## config.mk

```make
export PLATFORM = sky130hd
export DESIGN_NAME = tx_driver_and_crc_config
export DESIGN_NICKNAME = d
export VERILOG_FILES = /design/src/rtl/tx_cfg_pkg.sv /design/src/rtl/tx_driver_and_crc_config.sv
export SDC_FILE = /design/constraint.sdc
export NUM_CORES = 1
export LEC_CHECK = 0
export BUFFER_PORTS_ARGS = -buffer_cell sky130_fd_sc_hd__buf_2
export CAP_MARGIN = 20
export CORE_MARGIN = 2
export CORE_UTILIZATION = 57
export DETAILED_ROUTE_END_ITERATION = 6
export HOLD_SLACK_MARGIN = 0.15
export MAX_ROUTING_LAYER = met4
export PLACE_DENSITY = 0.9
export RECOVER_POWER = 100
export SLEW_MARGIN = 40
export SYNTH_ARGS = -nofsm -noshare
export SYNTH_HDL_FRONTEND = slang
export SYNTH_SLANG_ARGS = --single-unit
```

## constraint.sdc

```tcl
create_clock -name CLK -period 5.4 [get_ports CLK]
set_input_delay 0.81 -clock CLK [delete_from_list [all_inputs] [get_ports CLK]]
set_output_delay 0.81 -clock CLK [all_outputs]
set_load 0.01 [all_outputs]
```

## src/rtl/tx_cfg_pkg.sv

```systemverilog
package tx_cfg_pkg;

    // ==========================================================
    // register indices, byte address is four times the index
    localparam logic [7:0] IDX_DRIVER_PIN_MODE     = 8'h28;
    localparam logic [7:0] IDX_CARRIER_AMPLITUDE   = 8'h29;
    localparam logic [7:0] IDX_TRANSMIT_CONTROL    = 8'h2a;
    localparam logic [7:0] IDX_DRIVER_LOAD_OVERSH  = 8'h2b;
    localparam logic [7:0] IDX_TRANSMIT_CRC_SETUP  = 8'h2c;
    localparam logic [7:0] IDX_TX_STATUS           = 8'h30;
    localparam logic [7:0] IDX_CRC_VALUE_LO        = 8'h31;
    localparam logic [7:0] IDX_CRC_VALUE_HI        = 8'h32;
    localparam int         ADDR_W                  = 10;

    // ==========================================================
    // reset values and writable bit masks
    localparam logic [7:0] RST_REG                 = 8'h00;
    localparam logic [7:0] MASK_DRIVER_PIN_MODE    = 8'hcf;
    localparam logic [7:0] MASK_CARRIER_AMPLITUDE  = 8'hdf;
    localparam logic [7:0] MASK_TRANSMIT_CRC_SETUP = 8'h7f;

    // ==========================================================
    // driver output style codes
    typedef enum logic [2:0] {
        STYLE_OPEN_DRAIN = 3'b000,
        STYLE_PUSH_PULL  = 3'b001,
        STYLE_HIGH_Z     = 3'b010,
        STYLE_BAD_A      = 3'b011,
        STYLE_FORCE_LOW  = 3'b100,
        STYLE_FORCE_HIGH = 3'b101,
        STYLE_BAD_B      = 3'b110,
        STYLE_SPARE      = 3'b111
    } drive_style_e;

    typedef enum logic [1:0] {
        MOD_NONE     = 2'b00,
        MOD_ENVELOPE = 2'b01,
        MOD_EXTERNAL = 2'b10,
        MOD_RESERVED = 2'b11
    } mod_source_e;

    typedef enum logic [1:0] {
        CRC_5        = 2'b00,
        CRC_8        = 2'b01,
        CRC_16       = 2'b10,
        CRC_RESERVED = 2'b11
    } crc_kind_e;

    // ==========================================================
    // crc polynomials, bit reversed for lsb-first shifting
    localparam logic [15:0] POLY_CRC16 = 16'h8408;
    localparam logic [15:0] POLY_CRC8  = 16'h00b8;
    localparam logic [15:0] POLY_CRC5  = 16'h0012;
    localparam logic [15:0] MASK_CRC16 = 16'hffff;
    localparam logic [15:0] MASK_CRC8  = 16'h00ff;
    localparam logic [15:0] MASK_CRC5  = 16'h001f;

    // ==========================================================
    // decoded register fields
    typedef struct packed {
        logic         invert_b;
        logic         invert_a;
        logic         pins_enable;
        drive_style_e style;
    } drv_cfg_s;

    typedef struct packed {
        logic [2:0] start_sel;
        crc_kind_e  kind;
        logic       complement;
        logic       append_on;
    } crc_cfg_s;

endpackage

```

## src/rtl/tx_driver_and_crc_config.sv

```systemverilog
// Function
// - bit 7 of pin mode inverts the second antenna driver pin
// - bit 6 of pin mode inverts the first antenna driver pin
// - both driver pins are enabled only while bit 3 is one
// - three-bit output style field; codes 011b and 110b must not be used
// - amplitude bits 7:6 pick a reduction of 100, 250, 500 or 1000 mV
// - maximum-carrier bit gives full amplitude, overriding the reduction field
// - amplitude bits 4:0 hold residual carrier percentage; bit 5 reserved
// - control bits 7:4 give extra anti-overshoot modulation length in carrier periods
// - control bit 2 inverts the selected modulation signal
// - source select: none, internal envelope, external serial input; 11b reserved
// - load register bits 7:4 hold first overshoot timer value
// - load register bits 3:0 hold trimmed load current steering modulation index
// - crc setup bits 6:4 pick generator start value; bit 7 reserved
// - crc setup bits 3:2 pick five, eight or sixteen bit crc
// - crc complement bit appends the inverted crc
// - crc append bit appends the crc; clear means none
// - start codes 0,1,2,3,7 map to the fixed start values per crc width; for five-bit crc codes 2 and 3 define none
// - start code 6 loads the stored user value; others define none
//
// The implementer's own choice: register access over Avalon-MM.
`timescale 1ns/1ps
module tx_driver_and_crc_config
    import tx_cfg_pkg::*;
(
    // clock and reset
    input  wire  logic              CLK,
    input  wire  logic              SYS_RST,
    // avalon-mm slave
    input  wire  logic [ADDR_W-1:0] AVS_ADDRESS,
    input  wire  logic              AVS_READ,
    input  wire  logic              AVS_WRITE,
    input  wire  logic [3:0]        AVS_BYTEENABLE,
    input  wire  logic [31:0]       AVS_WRITEDATA,
    output logic       [31:0]       AVS_READDATA,
    output logic                    AVS_WAITREQUEST,
    // carrier and modulation sources
    input  wire  logic              CARRIER_IN,
    input  wire  logic              CARRIER_TICK,
    input  wire  logic              INTERNAL_ENVELOPE,
    input  wire  logic              EXTERNAL_SERIAL_INPUT,
    // crc data stream
    input  wire  logic              FRAME_START,
    input  wire  logic              CRC_BIT_VALID,
    input  wire  logic              CRC_BIT,
    input  wire  logic [15:0]       USER_CRC_START,
    // antenna driver pins
    output logic                    ANTENNA_DRIVER_A_O,
    output logic                    ANTENNA_DRIVER_A_OE_N,
    output logic                    ANTENNA_DRIVER_B_O,
    output logic                    ANTENNA_DRIVER_B_OE_N,
    // analog steering
    output logic                    MOD_ACTIVE,
    output logic                    OVERSHOOT_BOOST,
    output logic                    CARRIER_FULL,
    output logic       [1:0]        CARRIER_LEVEL_REDUCTION,
    output logic       [4:0]        RESIDUAL_CARRIER,
    output logic       [3:0]        EXPECTED_LOAD_CURRENT_TRIM,
    // crc result
    output logic       [15:0]       CRC_APPEND_VALUE,
    output logic                    CRC_APPEND_ON
);

    // ==========================================================
    // registers
    logic [7:0]  driver_pin_mode_ff;
    logic [7:0]  carrier_amplitude_ff;
    logic [7:0]  transmit_control_ff;
    logic [7:0]  driver_load_overshoot_ff;
    logic [7:0]  transmit_crc_setup_ff;
    logic        wait_ff;
    logic [7:0]  rdata_ff;
    logic [7:0]  index;
    logic        wr_go;
    logic        lane0;
    drv_cfg_s    drv;
    crc_cfg_s    crc_cfg;
    mod_source_e mod_sel;

    assign index   = AVS_ADDRESS[ADDR_W-1:2];
    assign lane0   = AVS_BYTEENABLE[0] && (AVS_ADDRESS[1:0] == 2'b00);
    assign wr_go   = AVS_WRITE && !wait_ff && lane0;
    assign drv     = drv_cfg_s'({driver_pin_mode_ff[7:6], driver_pin_mode_ff[3:0]});
    assign crc_cfg = crc_cfg_s'(transmit_crc_setup_ff[6:0]);
    assign mod_sel = mod_source_e'(transmit_control_ff[1:0]);

    // ==========================================================
    // bus handshake: one wait cycle, answer on the second edge
    always_ff @(posedge CLK or posedge SYS_RST) begin
        if (SYS_RST) begin
            wait_ff <= 1'b1;
        end else if ((AVS_READ || AVS_WRITE) && wait_ff) begin
            wait_ff <= 1'b0;
        end else begin
            wait_ff <= 1'b1;
        end
    end

    // ==========================================================
    // register writes, reserved bits held at zero
    always_ff @(posedge CLK or posedge SYS_RST) begin
        if (SYS_RST) begin
            driver_pin_mode_ff       <= RST_REG;
            carrier_amplitude_ff     <= RST_REG;
            transmit_control_ff      <= RST_REG;
            driver_load_overshoot_ff <= RST_REG;
            transmit_crc_setup_ff    <= RST_REG;
        end else if (wr_go) begin
            case (index)
                IDX_DRIVER_PIN_MODE:
                    driver_pin_mode_ff <= AVS_WRITEDATA[7:0] & MASK_DRIVER_PIN_MODE;
                IDX_CARRIER_AMPLITUDE:
                    carrier_amplitude_ff <= AVS_WRITEDATA[7:0] & MASK_CARRIER_AMPLITUDE;
                IDX_TRANSMIT_CONTROL:   transmit_control_ff <= AVS_WRITEDATA[7:0];
                IDX_DRIVER_LOAD_OVERSH: driver_load_overshoot_ff <= AVS_WRITEDATA[7:0];
                IDX_TRANSMIT_CRC_SETUP:
                    transmit_crc_setup_ff <= AVS_WRITEDATA[7:0] & MASK_TRANSMIT_CRC_SETUP;
                default: ;
            endcase
        end
    end

    // ==========================================================
    // modulation source, inversion and overshoot timing
    logic       sig_meta_ff;
    logic       sig_sync_ff;
    logic       mod_raw;
    logic       mod_sel_ff;
    logic       nxt_mod_sel;
    logic [3:0] os_first_ff;
    logic [3:0] os_second_ff;

    always_ff @(posedge CLK or posedge SYS_RST) begin
        if (SYS_RST) begin
            sig_meta_ff <= 1'b0;
            sig_sync_ff <= 1'b0;
        end else begin
            sig_meta_ff <= EXTERNAL_SERIAL_INPUT;
            sig_sync_ff <= sig_meta_ff;
        end
    end

    always_comb begin
        case (mod_sel)
            MOD_ENVELOPE: mod_raw = INTERNAL_ENVELOPE;
            MOD_EXTERNAL: mod_raw = sig_sync_ff;
            default:      mod_raw = 1'b0;
        endcase
    end

    assign nxt_mod_sel = mod_raw ^ transmit_control_ff[2];

    always_ff @(posedge CLK or posedge SYS_RST) begin
        if (SYS_RST) begin
            mod_sel_ff <= 1'b0;
        end else begin
            mod_sel_ff <= nxt_mod_sel;
        end
    end

    // first timer boosts after a rising edge, second extends after a falling one
    always_ff @(posedge CLK or posedge SYS_RST) begin
        if (SYS_RST) begin
            os_first_ff  <= 4'h0;
            os_second_ff <= 4'h0;
        end else begin
            if (nxt_mod_sel && !mod_sel_ff) begin
                os_first_ff <= driver_load_overshoot_ff[7:4];
            end else if (CARRIER_TICK && os_first_ff != 4'h0) begin
                os_first_ff <= os_first_ff - 4'h1;
            end
            if (mod_sel_ff && !nxt_mod_sel) begin
                os_second_ff <= transmit_control_ff[7:4];
            end else if (mod_sel_ff) begin
                os_second_ff <= 4'h0;
            end else if (CARRIER_TICK && os_second_ff != 4'h0) begin
                os_second_ff <= os_second_ff - 4'h1;
            end
        end
    end

    always_ff @(posedge CLK or posedge SYS_RST) begin
        if (SYS_RST) begin
            MOD_ACTIVE      <= 1'b0;
            OVERSHOOT_BOOST <= 1'b0;
        end else begin
            MOD_ACTIVE      <= mod_sel_ff || (os_second_ff != 4'h0);
            OVERSHOOT_BOOST <= mod_sel_ff && (os_first_ff != 4'h0);
        end
    end

    // ==========================================================
    // antenna driver pins
    logic [1:0] pin_level;
    logic [1:0] pin_oe_n;
    logic [1:0] pin_inv;

    assign pin_inv = {drv.invert_b, drv.invert_a};

    for (genvar p = 0; p < 2; p++) begin : g_pin
        always_comb begin
            pin_level[p] = CARRIER_IN ^ pin_inv[p];
            pin_oe_n[p]  = 1'b1;
            case (drv.style)
                STYLE_OPEN_DRAIN: pin_oe_n[p] = pin_level[p];
                STYLE_PUSH_PULL:  pin_oe_n[p] = 1'b0;
                STYLE_FORCE_LOW: begin
                    pin_level[p] = 1'b0;
                    pin_oe_n[p]  = 1'b0;
                end
                STYLE_FORCE_HIGH: begin
                    pin_level[p] = 1'b1;
                    pin_oe_n[p]  = 1'b0;
                end
                default:          pin_oe_n[p] = 1'b1;
            endcase
            if (!drv.pins_enable) begin
                pin_oe_n[p] = 1'b1;
            end
        end
    end

    always_ff @(posedge CLK or posedge SYS_RST) begin
        if (SYS_RST) begin
            ANTENNA_DRIVER_A_O    <= 1'b0;
            ANTENNA_DRIVER_A_OE_N <= 1'b1;
            ANTENNA_DRIVER_B_O    <= 1'b0;
            ANTENNA_DRIVER_B_OE_N <= 1'b1;
        end else begin
            ANTENNA_DRIVER_A_O    <= pin_level[0];
            ANTENNA_DRIVER_A_OE_N <= pin_oe_n[0];
            ANTENNA_DRIVER_B_O    <= pin_level[1];
            ANTENNA_DRIVER_B_OE_N <= pin_oe_n[1];
        end
    end

    // ==========================================================
    // amplitude and load steering
    always_ff @(posedge CLK or posedge SYS_RST) begin
        if (SYS_RST) begin
            CARRIER_FULL               <= 1'b0;
            CARRIER_LEVEL_REDUCTION    <= 2'b00;
            RESIDUAL_CARRIER           <= 5'h00;
            EXPECTED_LOAD_CURRENT_TRIM <= 4'h0;
        end else begin
            CARRIER_FULL               <= transmit_control_ff[3];
            CARRIER_LEVEL_REDUCTION    <= transmit_control_ff[3] ?
                                          2'b00 : carrier_amplitude_ff[7:6];
            RESIDUAL_CARRIER           <= carrier_amplitude_ff[4:0];
            EXPECTED_LOAD_CURRENT_TRIM <= driver_load_overshoot_ff[3:0];
        end
    end

    // ==========================================================
    // crc start value, polynomial and generator
    logic [15:0] crc_start;
    logic        start_undef;
    logic [15:0] poly;
    logic [15:0] crc_mask;
    logic [15:0] crc_ff;
    logic        fb;

    always_comb begin
        crc_start   = 16'h0000;
        start_undef = 1'b0;
        case (crc_cfg.start_sel)
            3'h0: crc_start = 16'h0000;
            3'h1: crc_start = (crc_cfg.kind == CRC_16) ? 16'h6363 : 16'h0012;
            3'h2: begin
                crc_start   = (crc_cfg.kind == CRC_16) ? 16'ha671 : 16'h00bf;
                start_undef = (crc_cfg.kind == CRC_5);
            end
            3'h3: begin
                crc_start   = (crc_cfg.kind == CRC_16) ? 16'hfffe : 16'h00fd;
                start_undef = (crc_cfg.kind == CRC_5);
            end
            3'h6: crc_start = USER_CRC_START;
            3'h7: crc_start = 16'hffff;
            default: start_undef = 1'b1;
        endcase
        if (start_undef) begin
            crc_start = 16'h0000;
        end
    end

    always_comb begin
        case (crc_cfg.kind)
            CRC_5: begin
                poly     = POLY_CRC5;
                crc_mask = MASK_CRC5;
            end
            CRC_8: begin
                poly     = POLY_CRC8;
                crc_mask = MASK_CRC8;
            end
            CRC_16: begin
                poly     = POLY_CRC16;
                crc_mask = MASK_CRC16;
            end
            default: begin
                poly     = 16'h0000;
                crc_mask = 16'h0000;
            end
        endcase
    end

    assign fb = crc_ff[0] ^ CRC_BIT;

    always_ff @(posedge CLK or posedge SYS_RST) begin
        if (SYS_RST) begin
            crc_ff <= 16'h0000;
        end else if (FRAME_START) begin
            crc_ff <= crc_start & crc_mask;
        end else if (CRC_BIT_VALID && crc_cfg.kind != CRC_RESERVED) begin
            crc_ff <= ({1'b0, crc_ff[15:1]} ^ (fb ? poly : 16'h0000)) & crc_mask;
        end
    end

    always_ff @(posedge CLK or posedge SYS_RST) begin
        if (SYS_RST) begin
            CRC_APPEND_VALUE <= 16'h0000;
            CRC_APPEND_ON    <= 1'b0;
        end else begin
            CRC_APPEND_VALUE <= crc_cfg.complement ?
                                (~crc_ff & crc_mask) : crc_ff;
            CRC_APPEND_ON    <= crc_cfg.append_on;
        end
    end

    // ==========================================================
    // register reads
    always_ff @(posedge CLK or posedge SYS_RST) begin
        if (SYS_RST) begin
            rdata_ff <= 8'h00;
        end else if (AVS_READ && wait_ff) begin
            case (index)
                IDX_DRIVER_PIN_MODE:    rdata_ff <= driver_pin_mode_ff;
                IDX_CARRIER_AMPLITUDE:  rdata_ff <= carrier_amplitude_ff;
                IDX_TRANSMIT_CONTROL:   rdata_ff <= transmit_control_ff;
                IDX_DRIVER_LOAD_OVERSH: rdata_ff <= driver_load_overshoot_ff;
                IDX_TRANSMIT_CRC_SETUP: rdata_ff <= transmit_crc_setup_ff;
                IDX_TX_STATUS:          rdata_ff <= {3'b000,
                                            crc_cfg.kind == CRC_RESERVED,
                                            drv.style == STYLE_BAD_A || drv.style == STYLE_BAD_B,
                                            start_undef, OVERSHOOT_BOOST, MOD_ACTIVE};
                IDX_CRC_VALUE_LO:       rdata_ff <= crc_ff[7:0];
                IDX_CRC_VALUE_HI:       rdata_ff <= crc_ff[15:8];
                default:                rdata_ff <= 8'h00;
            endcase
        end
    end

    assign AVS_READDATA    = {24'h000000, rdata_ff};
    assign AVS_WAITREQUEST = wait_ff;
endmodule

```

==> run summary, run 1 <==
Mapped Cells: 496
type of the worst min-delay path: reg2reg
CORE AREA: 9240 um^2
Post-synth ARST share: 100%
final worst path period share: 54.7%
GP Congestion: 0.945
Synth Flop Type: dfrtp_1
Via density: 5.89
worst path bufs/invs: 1
initial antenna violation count: 0
Seq/Total Area, Yosys: 49.3%
Reg2Reg Depth: 7
Detail Route Antenna Nets: 0
CP Max Fanout: 16
largest net degree at the start of global routing: 62
Post-Layout Cell Count: 708
critical path class: in2reg
Total Nets Final: 659
final hold violations: 0
area grow syn2layout: 9.27%
Post-CTS Setup Bufs: 0
DRC errors left: 0
CP max stage cell: nor4_1
post-CTS sizing: 0
Mapped Area: 5440 um^2
GRT Total Usage: 27.0%
power per cell area: 264 nW/um^2
CTS tree: yes
Final setup viols: 0
Pleak: 2.82 nW
crit-path leading delay family: simple AND/OR/NAND/NOR gates
total of max-cap violations: 1
reg2reg end: rdata_ff[2]$_DFFE_PP0P_
worst reg2reg startpoint: transmit_crc_setup_ff[2]$_DFFE_PP0P_
worst IR drop on VDD: 0.000203 V
Seq pwr share: 55.9%
Detail Placement HPWL: 9570 um
Sum Neg Setup Slack: 0 ns
die area: 10300 um^2
Via Count: 4169
grt total ovfl: 0
synth unique cells: 67
Placed Cells incl. Taps: 692
WHS Path Cells: 0
clk_skew: 0.0160 ns
final WL: 13200 um
min-delay src: sig_meta_ff$_DFF_PP0_
P_int: 0.00112 W
cts hold-fix bufs: 0
Num CTS Buffers: 9
1st-iter DRT viols: 323
Antenna Cells: 0
outcome: finished, violations left
combinational power share: 13.9%
WL per Instance: 18.6 um
post-synth top area share: 47.9%
slew margin rel.: -41.3%
Sw Share: 28.2%
Placement Rows: 35
Seq cells post-synth: 107
Peak Freq: 339 MHz
Worst-path clk slew: 0.10 ns
Die W: 102 um
worst skew pair latency: 0.37 ns
Register-to-Register Setup Slack: 3.16 ns
Clock Power Share: 30.2%
Ports: 141
Port Buffer Count: 89
Critical Path Start Type: input pin
CP required: 5.65 ns
Post-synth EDFFs: 0
first-pass GRT wire length: 20800 um
failing checks: max-capacitance violations, max-slew violations
max-slew violations: 48
hold worst-path end: sig_sync_ff$_DFF_PP0_
largest stage delay on the critical path: 0.69 ns
H-Tree Depth: 3
vias in the first global route: 4054
WP data arrival: 3.21 ns
ranking of synthesized cells by area: dfrtp_1 (48%), mux2_2 (8.3%), mux2i_1 (3.7%)
Switch Pwr: 0.000442 W
CTS root buf: clkbuf_8
drt pass-1 iters: 5
Tmin final: 2.95 ns
layout cells sized above 1: 19.5%
CTS max path bufs: 2
die height: 102 um
syn avg cell area: 11.0 um^2
Synth Warn #: 0
post-synth top area cell: dfrtp_1
Cell Chain, Critical Path: clkbuf_1 -> nor4_1 -> and3_1 -> and2_0 -> mux2_2
starting density of the core: 58.8%
RSZ-0062 raised after global routing: false
worst slew pin tran: 2.11 ns
clk sink count: 107
type of element capturing the critical path: register
synth_stat cells, types with 2 or more instances:
cell type and n:
o221ai_1 2, nand2_1 41, nor3_1 7, o31ai_1 4, nand3_4 2, a221oi_1 3, ha_1 12, buf_4 25
inv_1 18, a32o_1 3, xnor2_1 9, dfstp_2 3, or2_2 3, a22o_1 6, a2111oi_0 2, buf_2 6
buf_6 3, o22ai_1 8, and3_1 4, nand3_1 4, nor2b_1 6, o211a_1 2, xor2_1 6, a21oi_1 20
mux2i_1 20, nand3b_1 2, and2b_1 2, o211ai_1 7, a22oi_1 7, mux2_2 40, nor3b_1 2, dfrtp_1 104
nor2_1 21, nand2b_1 8, o21ai_0 31, a31oi_1 2, a211oi_1 6, a21o_1 5, clkbuf_1 12
power groups by stage:
| stage | Combinational (W) | Sequential, W | Clock, W |
|---|---|---|---|
| after floorplan | 0.000166 | 0.000883 | 0 |
| after global placement | 0.000205 | 0.000886 | 0 |
| after detailed placement | 0.000221 | 0.000890 | 0 |
| after CTS | 0.000222 | 0.000875 | 0.000483 |
| after global routing | 0.000244 | 0.000879 | 0.000515 |
| final | 0.000218 | 0.000876 | 0.000473 |
logic make-up (layout without fill, tap and decap cells):
kind of cell | count (synthesis) | count (layout) | share of synthesized area [%]
AO/OA/AOI/OAI | 119 | 119 | 14.5
AND/OR/NAND/NOR | 116 | 116 | 11.8
flip-flops | 107 | 107 | 49.3
buffers and inverters | 65 | 125 | 6.76
multiplexers | 61 | 61 | 12.4
XOR/XNOR | 15 | 15 | 2.42
adder cells (fa/ha/maj) | 12 | 12 | 2.76
other | 1 | 24 | 0.0690
worst max path at each step:
stage                               from                                 endpoint  slack (ns)  cells past startpoint
after floorplan                  SYS_RST             ANTENNA_DRIVER_A_O$_DFF_PP0_        1.78                      1
after global placement    AVS_ADDRESS[6]  driver_load_overshoot_ff[3]$_DFFE_PP0P_        2.79                      5
after detailed placement  AVS_ADDRESS[6]  driver_load_overshoot_ff[3]$_DFFE_PP0P_        2.77                      5
after CTS                 AVS_ADDRESS[6]  driver_load_overshoot_ff[6]$_DFFE_PP0P_        3.16                      5
after global routing      AVS_ADDRESS[2]     transmit_crc_setup_ff[1]$_DFFE_PP0P_        2.25                      5
final                     AVS_ADDRESS[2]     transmit_crc_setup_ff[6]$_DFFE_PP0P_        2.45                      5
area by class of cell:
cell class	instances	area, um^2
Fill cell	746	3300
Multi-Input combinational cell	347	2430
Clock inverter	6	56.3
Tap cell	129	161
Inverter	18	68.8
Sequential cell	107	2680
Timing Repair Buffer	91	408
Clock buffer	10	138
cell usage in the layout (no fill, tap or decap), types with 10 or more instances in the layout:
| cell | count |
|---|---|
| o21ai_0 | 31 |
| a21oi_1 | 20 |
| clkbuf_1 | 45 |
| inv_1 | 17 |
| ha_1 | 12 |
| dfrtp_1 | 104 |
| nand2_1 | 41 |
| nor2_1 | 21 |
| mux2i_1 | 20 |
| conb_1 | 24 |
| clkbuf_8 | 10 |
| buf_2 | 44 |
| mux2_2 | 40 |
stage by stage:
stage          cell area (um^2)  setup WS, ns  total power [W]  utilization, %  hold slack (ns)
6_report                   5940          2.45          0.00157            64.3            0.366
5_1_grt                    5940          2.25          0.00164            64.3            0.376
4_1_cts                    6040          3.16          0.00158            65.4            0.370
3_5_place_dp               5850          2.77          0.00111            63.3            0.345
3_3_place_gp               5850          2.79          0.00109            63.3            0.334
2_1_floorplan              5520          1.78          0.00105               -            0.331
metal layers:
metal / vias up / track usage, % / share of wire [%]
met3: 34 / 5.52 / 8.3
met1: 2049 / 35.9 / 40
met5: - / - / 0
li1: 1879 / - / -
met2: 207 / 42.6 / 50
met4: 0 / 6.86 / 2.0
flip-flops by register name (all words and copies together) (netlist names), 2 cells and up:
signal	count
CARRIER_LEVEL_REDUCTION	2
CRC_APPEND_VALUE	16
EXPECTED_LOAD_CURRENT_TRIM	4
RESIDUAL_CARRIER	5
carrier_amplitude_ff	7
crc_ff	16
driver_load_overshoot_ff	8
driver_pin_mode_ff	6
os_first_ff	4
os_second_ff	4
rdata_ff	8
transmit_control_ff	8
transmit_crc_setup_ff	7
Power figures use the tool's default switching activity.
==> run 2: changes to the inputs <==
--- a/config.mk
+++ b/config.mk
@@ -8,11 +8,11 @@
 export BUFFER_PORTS_ARGS = -buffer_cell sky130_fd_sc_hd__buf_2
 export CAP_MARGIN = 20
 export CORE_MARGIN = 2
-export CORE_UTILIZATION = 57
+export CORE_UTILIZATION = 53
 export DETAILED_ROUTE_END_ITERATION = 6
 export HOLD_SLACK_MARGIN = 0.15
 export MAX_ROUTING_LAYER = met4
-export PLACE_DENSITY = 0.9
+export PLACE_DENSITY = 0.85
 export RECOVER_POWER = 100
 export SLEW_MARGIN = 40
 export SYNTH_ARGS = -nofsm -noshare
==> constraint.sdc (replaced) <==
create_clock -name CLK -period 2.8 [get_ports CLK]
set_input_delay 0.42 -clock CLK [delete_from_list [all_inputs] [get_ports CLK]]
set_output_delay 0.42 -clock CLK [all_outputs]
set_load 0.01 [all_outputs]
==> run summary, run 2 (synthesized netlist as in run 1, its figures left out) <==
Layout fillers: 836 (+12%)
Die W: 105 um (+3.6%)
worst IR drop on VDD: 0.000321 V (+58%)
Via density: 5.91 (+0.30%)
DP Area: 5870 um^2 (+0.45%)
Sw Share: 27.6% (-0.59 points)
type of the worst min-delay path: in2reg
DRC errors left: 0 (unchanged)
post-CTS sizing: 0 (unchanged)
Final setup viols: 0 (unchanged)
CTS root buf: clkbuf_8
cts hold-fix bufs: 1 (+1)
Sum Neg Setup Slack: 0 ns (unchanged)
Total Nets Final: 661 (+0.30%)
Seq pwr share: 54.2% (-1.7 points)
Detail Route Antenna Nets: 0 (unchanged)
starting density of the core: 55.1% (-3.7 points)
die height: 105 um (+3.6%)
type of element capturing the critical path: register
commonest non-fill, non-tap cells in the layout: dfrtp_1 (104), clkbuf_1 (48), buf_2 (43), nand2_1 (41), mux2_2 (40)
CP required: 3.09 ns (-2.56 ns)
GP Congestion: 0.983 (+4.1%)
vias in the first global route: 4129 (+1.9%)
slew margin rel.: -43.0% (-1.6 points)
Antenna Cells: 0 (unchanged)
worst slew pin tran: 2.14 ns (+0.0360 ns)
wire length on met3: 1100 um (+0.55%)
largest net degree at the start of global routing: 67 (+8.1%)
area grow syn2layout: 10.0%
P_int: 0.00225 W (+100%)
largest registers: CRC_APPEND_VALUE (16), crc_ff (16)
outcome: finished, violations left
Num CTS Buffers: 9 (unchanged)
H-Tree Depth: 3 (unchanged)
Worst-path clk slew: 0.11 ns (about the same)
CTS max path bufs: 2 (unchanged)
final hold violations: 0 (unchanged)
Port Buffer Count: 89 (unchanged)
top routing layer in use: met4
grt total ovfl: 0 (unchanged)
critical path class: reg2reg
failing checks: max-capacitance violations, max-slew violations
worst skew pair latency: 0.38 ns (about the same)
GRT Total Usage: 25.3% (-1.6 points)
final worst setup slack: 0.569 ns (-1.88 ns)
drt pass-1 iters: 6 (+1)
final worst path period share: 79.7%
Pleak: 2.83 nW (+0.30%)
CTS tree: yes
first-pass GRT wire length: 21500 um (+3.7%)
Peak Freq: 448 MHz
met2 wire length: 6570 um (about the same)
clk_skew: 0.0144 ns (-0.00157 ns)
WP data arrival: 2.52 ns (-0.69 ns)
final core occ: 60.6% (-3.7 points)
total of max-cap violations: 2 (+1)
WL per Instance: 18.8 um (+1.0%)
layout cells sized above 1: 19.3% (-0.24 points)
Post-CTS Setup Bufs: 0 (unchanged)
CP Max Fanout: 9 (-7)
commonest non-fill, non-tap cell in the layout: dfrtp_1
Placement Rows: 36 (+2.9%)
met1 wire length: 5420 um (+3.6%)
Switch Pwr: 0.000861 W (+95%)
final WL: 13400 um (+1.9%)
die area: 11100 um^2 (+7.2%)
pre-CTS setup slack: 0.566 ns (-2.20 ns)
Ports: 141 (unchanged)
power per cell area: 521 nW/um^2 (+97%)
Via Count: 4217 (+1.2%)
clk sink count: 107 (unchanged)
Critical Path Start Type: register
max-slew violations: 109 (+130%)
Detail Placement HPWL: 9520 um (-0.48%)
Tmin final: 2.23 ns
CORE AREA: 9860 um^2 (+6.8%)
combinational power share: 13.6% (-0.3 points)
initial antenna violation count: 0 (unchanged)
RSZ-0062 raised after global routing: false
post-route cell area: 5980 um^2 (+0.67%)
1st-iter DRT viols: 335 (+3.7%)
Clock Power Share: 32.1% (+1.9 points)
==> run 2: through the flow <==
stage / cells / power (W) / hold WS (ns)
final: 714 / 0.00311 / 0.207
after global routing: 714 / 0.00325 / 0.224
after CTS: 714 / 0.00313 / 0.153
after detailed placement: 697 / 0.00214 / 0.337
after global placement: 697 / 0.00211 / 0.335
after floorplan: 519 / 0.00202 / 0.331
==> run 2: final cells by class <==
class / count / area [um^2] / area share [%]
timing repair buffer: 93 / 414 / 6.92
clock inverter: 5 / 66.3 / 1.11
multi-input combinational: 347 / 2440 / 40.8
inverter: 18 / 68.8 / 1.15
tap: 133 / 166 / 2.78
clock buffer: 11 / 141 / 2.36
sequential: 107 / 2680 / 44.8
==> run 2: per-layer routing <==
metal / vias up / track usage, %
met5: - / -
met4: 0 / 7.71
met3: 29 / 5.26
met2: 227 / 39.9
met1: 2075 / 33.3
li1: 1886 / -
==> run 2: final timing paths <==
path                       slack (ns)                                end                                  from  depth (start not counted)
max reg2reg                      0.57            rdata_ff[2]$_DFFE_PP0P_  transmit_crc_setup_ff[3]$_DFFE_PP0P_                          7
max in group asynchronous        0.71            rdata_ff[7]$_DFFE_PP0P_                               SYS_RST                          3
min                              0.21          AVS_WAITREQUEST$_DFF_PP1_                             AVS_WRITE                          2
min in group asynchronous        0.63  driver_pin_mode_ff[6]$_DFFE_PP0P_                               SYS_RST                          3
max                              0.57            rdata_ff[2]$_DFFE_PP0P_  transmit_crc_setup_ff[3]$_DFFE_PP0P_                          7
min reg2reg                      0.36              sig_sync_ff$_DFF_PP0_                 sig_meta_ff$_DFF_PP0_                          0
==> run 2: power by group through the flow <==
stage,Sequential (W),Combinational [W],Clock [W]
after floorplan,0.00170,0.000320,0
after global placement,0.00171,0.000398,0
final,0.00169,0.000424,0.00100
after global routing,0.00170,0.000477,0.00107
after CTS,0.00169,0.000433,0.00101
after detailed placement,0.00172,0.000426,0
==> run 2: worst max-delay path: stages (launching register included) <==
cell      delay, ns
dfrtp_1        0.46
inv_1          0.15
ha_1           0.42
nand3b_1       0.15
a211oi_1       0.27
a31oi_1        0.07
or4_1          0.43
a32oi_1        0.20
==> run 3: changes to the inputs <==
==> constraint.sdc (replaced) <==
create_clock -name CLK -period 2.1 [get_ports CLK]
set_input_delay 0.315 -clock CLK [delete_from_list [all_inputs] [get_ports CLK]]
set_output_delay 0.315 -clock CLK [all_outputs]
set_load 0.01 [all_outputs]
==> run summary, run 3 (synthesized netlist as in run 1, its figures left out) <==
outcome: finished, final reports clean
slew margin rel.: 50.9% (+94 points)
total of max-cap violations: 0 (-2)
Sum Neg Setup Slack: 0 ns (unchanged)
Worst-path clk slew: 0.11 ns (about the same)
DRC errors left: 0 (unchanged)
worst skew pair latency: 0.38 ns (about the same)
1st-iter DRT viols: 331 (-1.2%)
clk_skew: 0.0123 ns (-0.00213 ns)
WHS Path Cells: 3 (+1)
CP required: 2.37 ns (-0.72 ns)
final worst setup slack: 0.126 ns (-0.443 ns)
die height: 105 um (unchanged)
Pleak: 2.93 nW (+3.7%)
final worst path period share: 94.0%
type of element capturing the critical path: register
Ports: 141 (unchanged)
first-pass GRT wire length: 21600 um (+0.39%)
largest registers: CRC_APPEND_VALUE (16), crc_ff (16)
Final setup viols: 0 (unchanged)
Reg2Reg Depth: 6 (-1)
GRT Total Usage: 25.6% (+0.26 points)
Tmin final: 1.97 ns
CTS root buf: clkbuf_8
final WL: 13500 um (+1.0%)
clk sink count: 107 (unchanged)
Critical Path Start Type: input pin
WP data arrival: 2.24 ns (-0.28 ns)
Post-CTS Setup Bufs: 0 (unchanged)
Placement Rows: 36 (unchanged)
post-route cell area: 6180 um^2 (+3.3%)
Via Count: 4236 (+0.45%)
CTS max path bufs: 2 (unchanged)
worst slew pin tran: 0.729 ns (-1.42 ns)
layout cells sized above 1: 22.1% (+2.8 points)
H-Tree Depth: 3 (unchanged)
Total Nets Final: 682 (+3.2%)
Peak Freq: 507 MHz
post-route worst hold slack: 0.172 ns (-0.0353 ns)
area grow syn2layout: 13.6%
die area: 11100 um^2 (unchanged)
largest net degree at the start of global routing: 108 (+61%)
commonest non-fill, non-tap cell in the layout: dfrtp_1
type of the worst min-delay path: in2reg
RSZ-0062 raised after global routing: false
Power, Total: 0.00416 W (+34%)
Port Buffer Count: 89 (unchanged)
DP Area: 6030 um^2 (+2.7%)
power per cell area: 674 nW/um^2 (+29%)
vias in the first global route: 4273 (+3.5%)
Num CTS Buffers: 9 (unchanged)
grt total ovfl: 0 (unchanged)
starting density of the core: 55.1% (unchanged)
Detail Placement HPWL: 9840 um (+3.3%)
CP Max Fanout: 8 (-1)
critical path class: in2reg
Via density: 5.76 (-2.4%)
CTS tree: yes
final hold violations: 0 (unchanged)
CORE AREA: 9860 um^2 (unchanged)
Detail Route Antenna Nets: 0 (unchanged)
drt pass-1 iters: 5 (-1)
worst IR drop on VDD: 0.000491 V (+53%)
Die W: 105 um (unchanged)
pre-CTS setup slack: 0.196 ns (-0.370 ns)
WL per Instance: 18.4 um (-1.9%)
Antenna Cells: 0 (unchanged)
GP Congestion: 1.04 (+5.4%)
commonest non-fill, non-tap cells in the layout: dfrtp_1 (102), clkbuf_1 (48), buf_2 (44), nand2_1 (41), mux2_2 (40)
initial antenna violation count: 0 (unchanged)
max-slew violations: 0 (-100%)
==> run 3: timing repair <==
action / in CTS / in global routing
endpoints found under the hold margin: 106 / 0
gates resized for setup: 0 / 2
setup endpoints to repair: 0 / 2
hold buffers: 4 / 0
==> run 3: area by class of cell <==
type,count,area [um^2]
multi-input cells,347,2450
clock inverters,7,85.1
fillers,811,3690
clock buffers,9,124
well taps,133,166
inverters,18,68.8
repair buffers,114,601
flip-flops and latches,107,2680
==> run 3: path summary, 6_finish.rpt <==
path | start | to | slack [ns]
max | AVS_WRITE | driver_load_overshoot_ff[2]$_DFFE_PP0P_ | 0.13
min | AVS_WRITEDATA[5] | transmit_crc_setup_ff[5]$_DFFE_PP0P_ | 0.17
max reg2reg | transmit_control_ff[0]$_DFFE_PP0P_ | os_first_ff[2]$_DFFE_PP0P_ | 0.19
min reg2reg | sig_meta_ff$_DFF_PP0_ | sig_sync_ff$_DFF_PP0_ | 0.37
max in group asynchronous | SYS_RST | CRC_APPEND_VALUE[13]$_DFF_PP0_ | 0.99
min in group asynchronous | SYS_RST | crc_ff[7]$_DFFE_PP0P_ | 0.62
==> run 3: where the power goes <==
part / internal (W) / leakage, nW / switching [W]
clock: 0.000570 / 0.103 / 0.000743
combinational: 0.000266 / 1.40 / 0.000337
sequential: 0.00216 / 1.43 / 0.0000858
==> run 3: worst max-delay path: stages <==
cell	delay, ns
dlygate4sd3_1	0.53
clkbuf_1	0.11
and4b_1	0.24
and4_1	0.19
clkbuf_1	0.45
mux2_2	0.40
==> run 3: per-layer routing <==
layer  part of all wire, %  vias to the layer above  global-route usage [%]
li1                      -                     1926                       -
met1                    42                     2084                    32.1
met2                    49                      190                    41.0
met3                   6.6                       36                    4.45
met4                   2.9                        0                    11.3
met5                     0                        -                       -
==> run 3: stage by stage <==
step | std cells | utilization [%]
after floorplan | 519 | -
after global placement | 715 | 61.2
after detailed placement | 715 | 61.2
after CTS | 735 | 63.7
after global routing | 735 | 62.6
final | 735 | 62.6
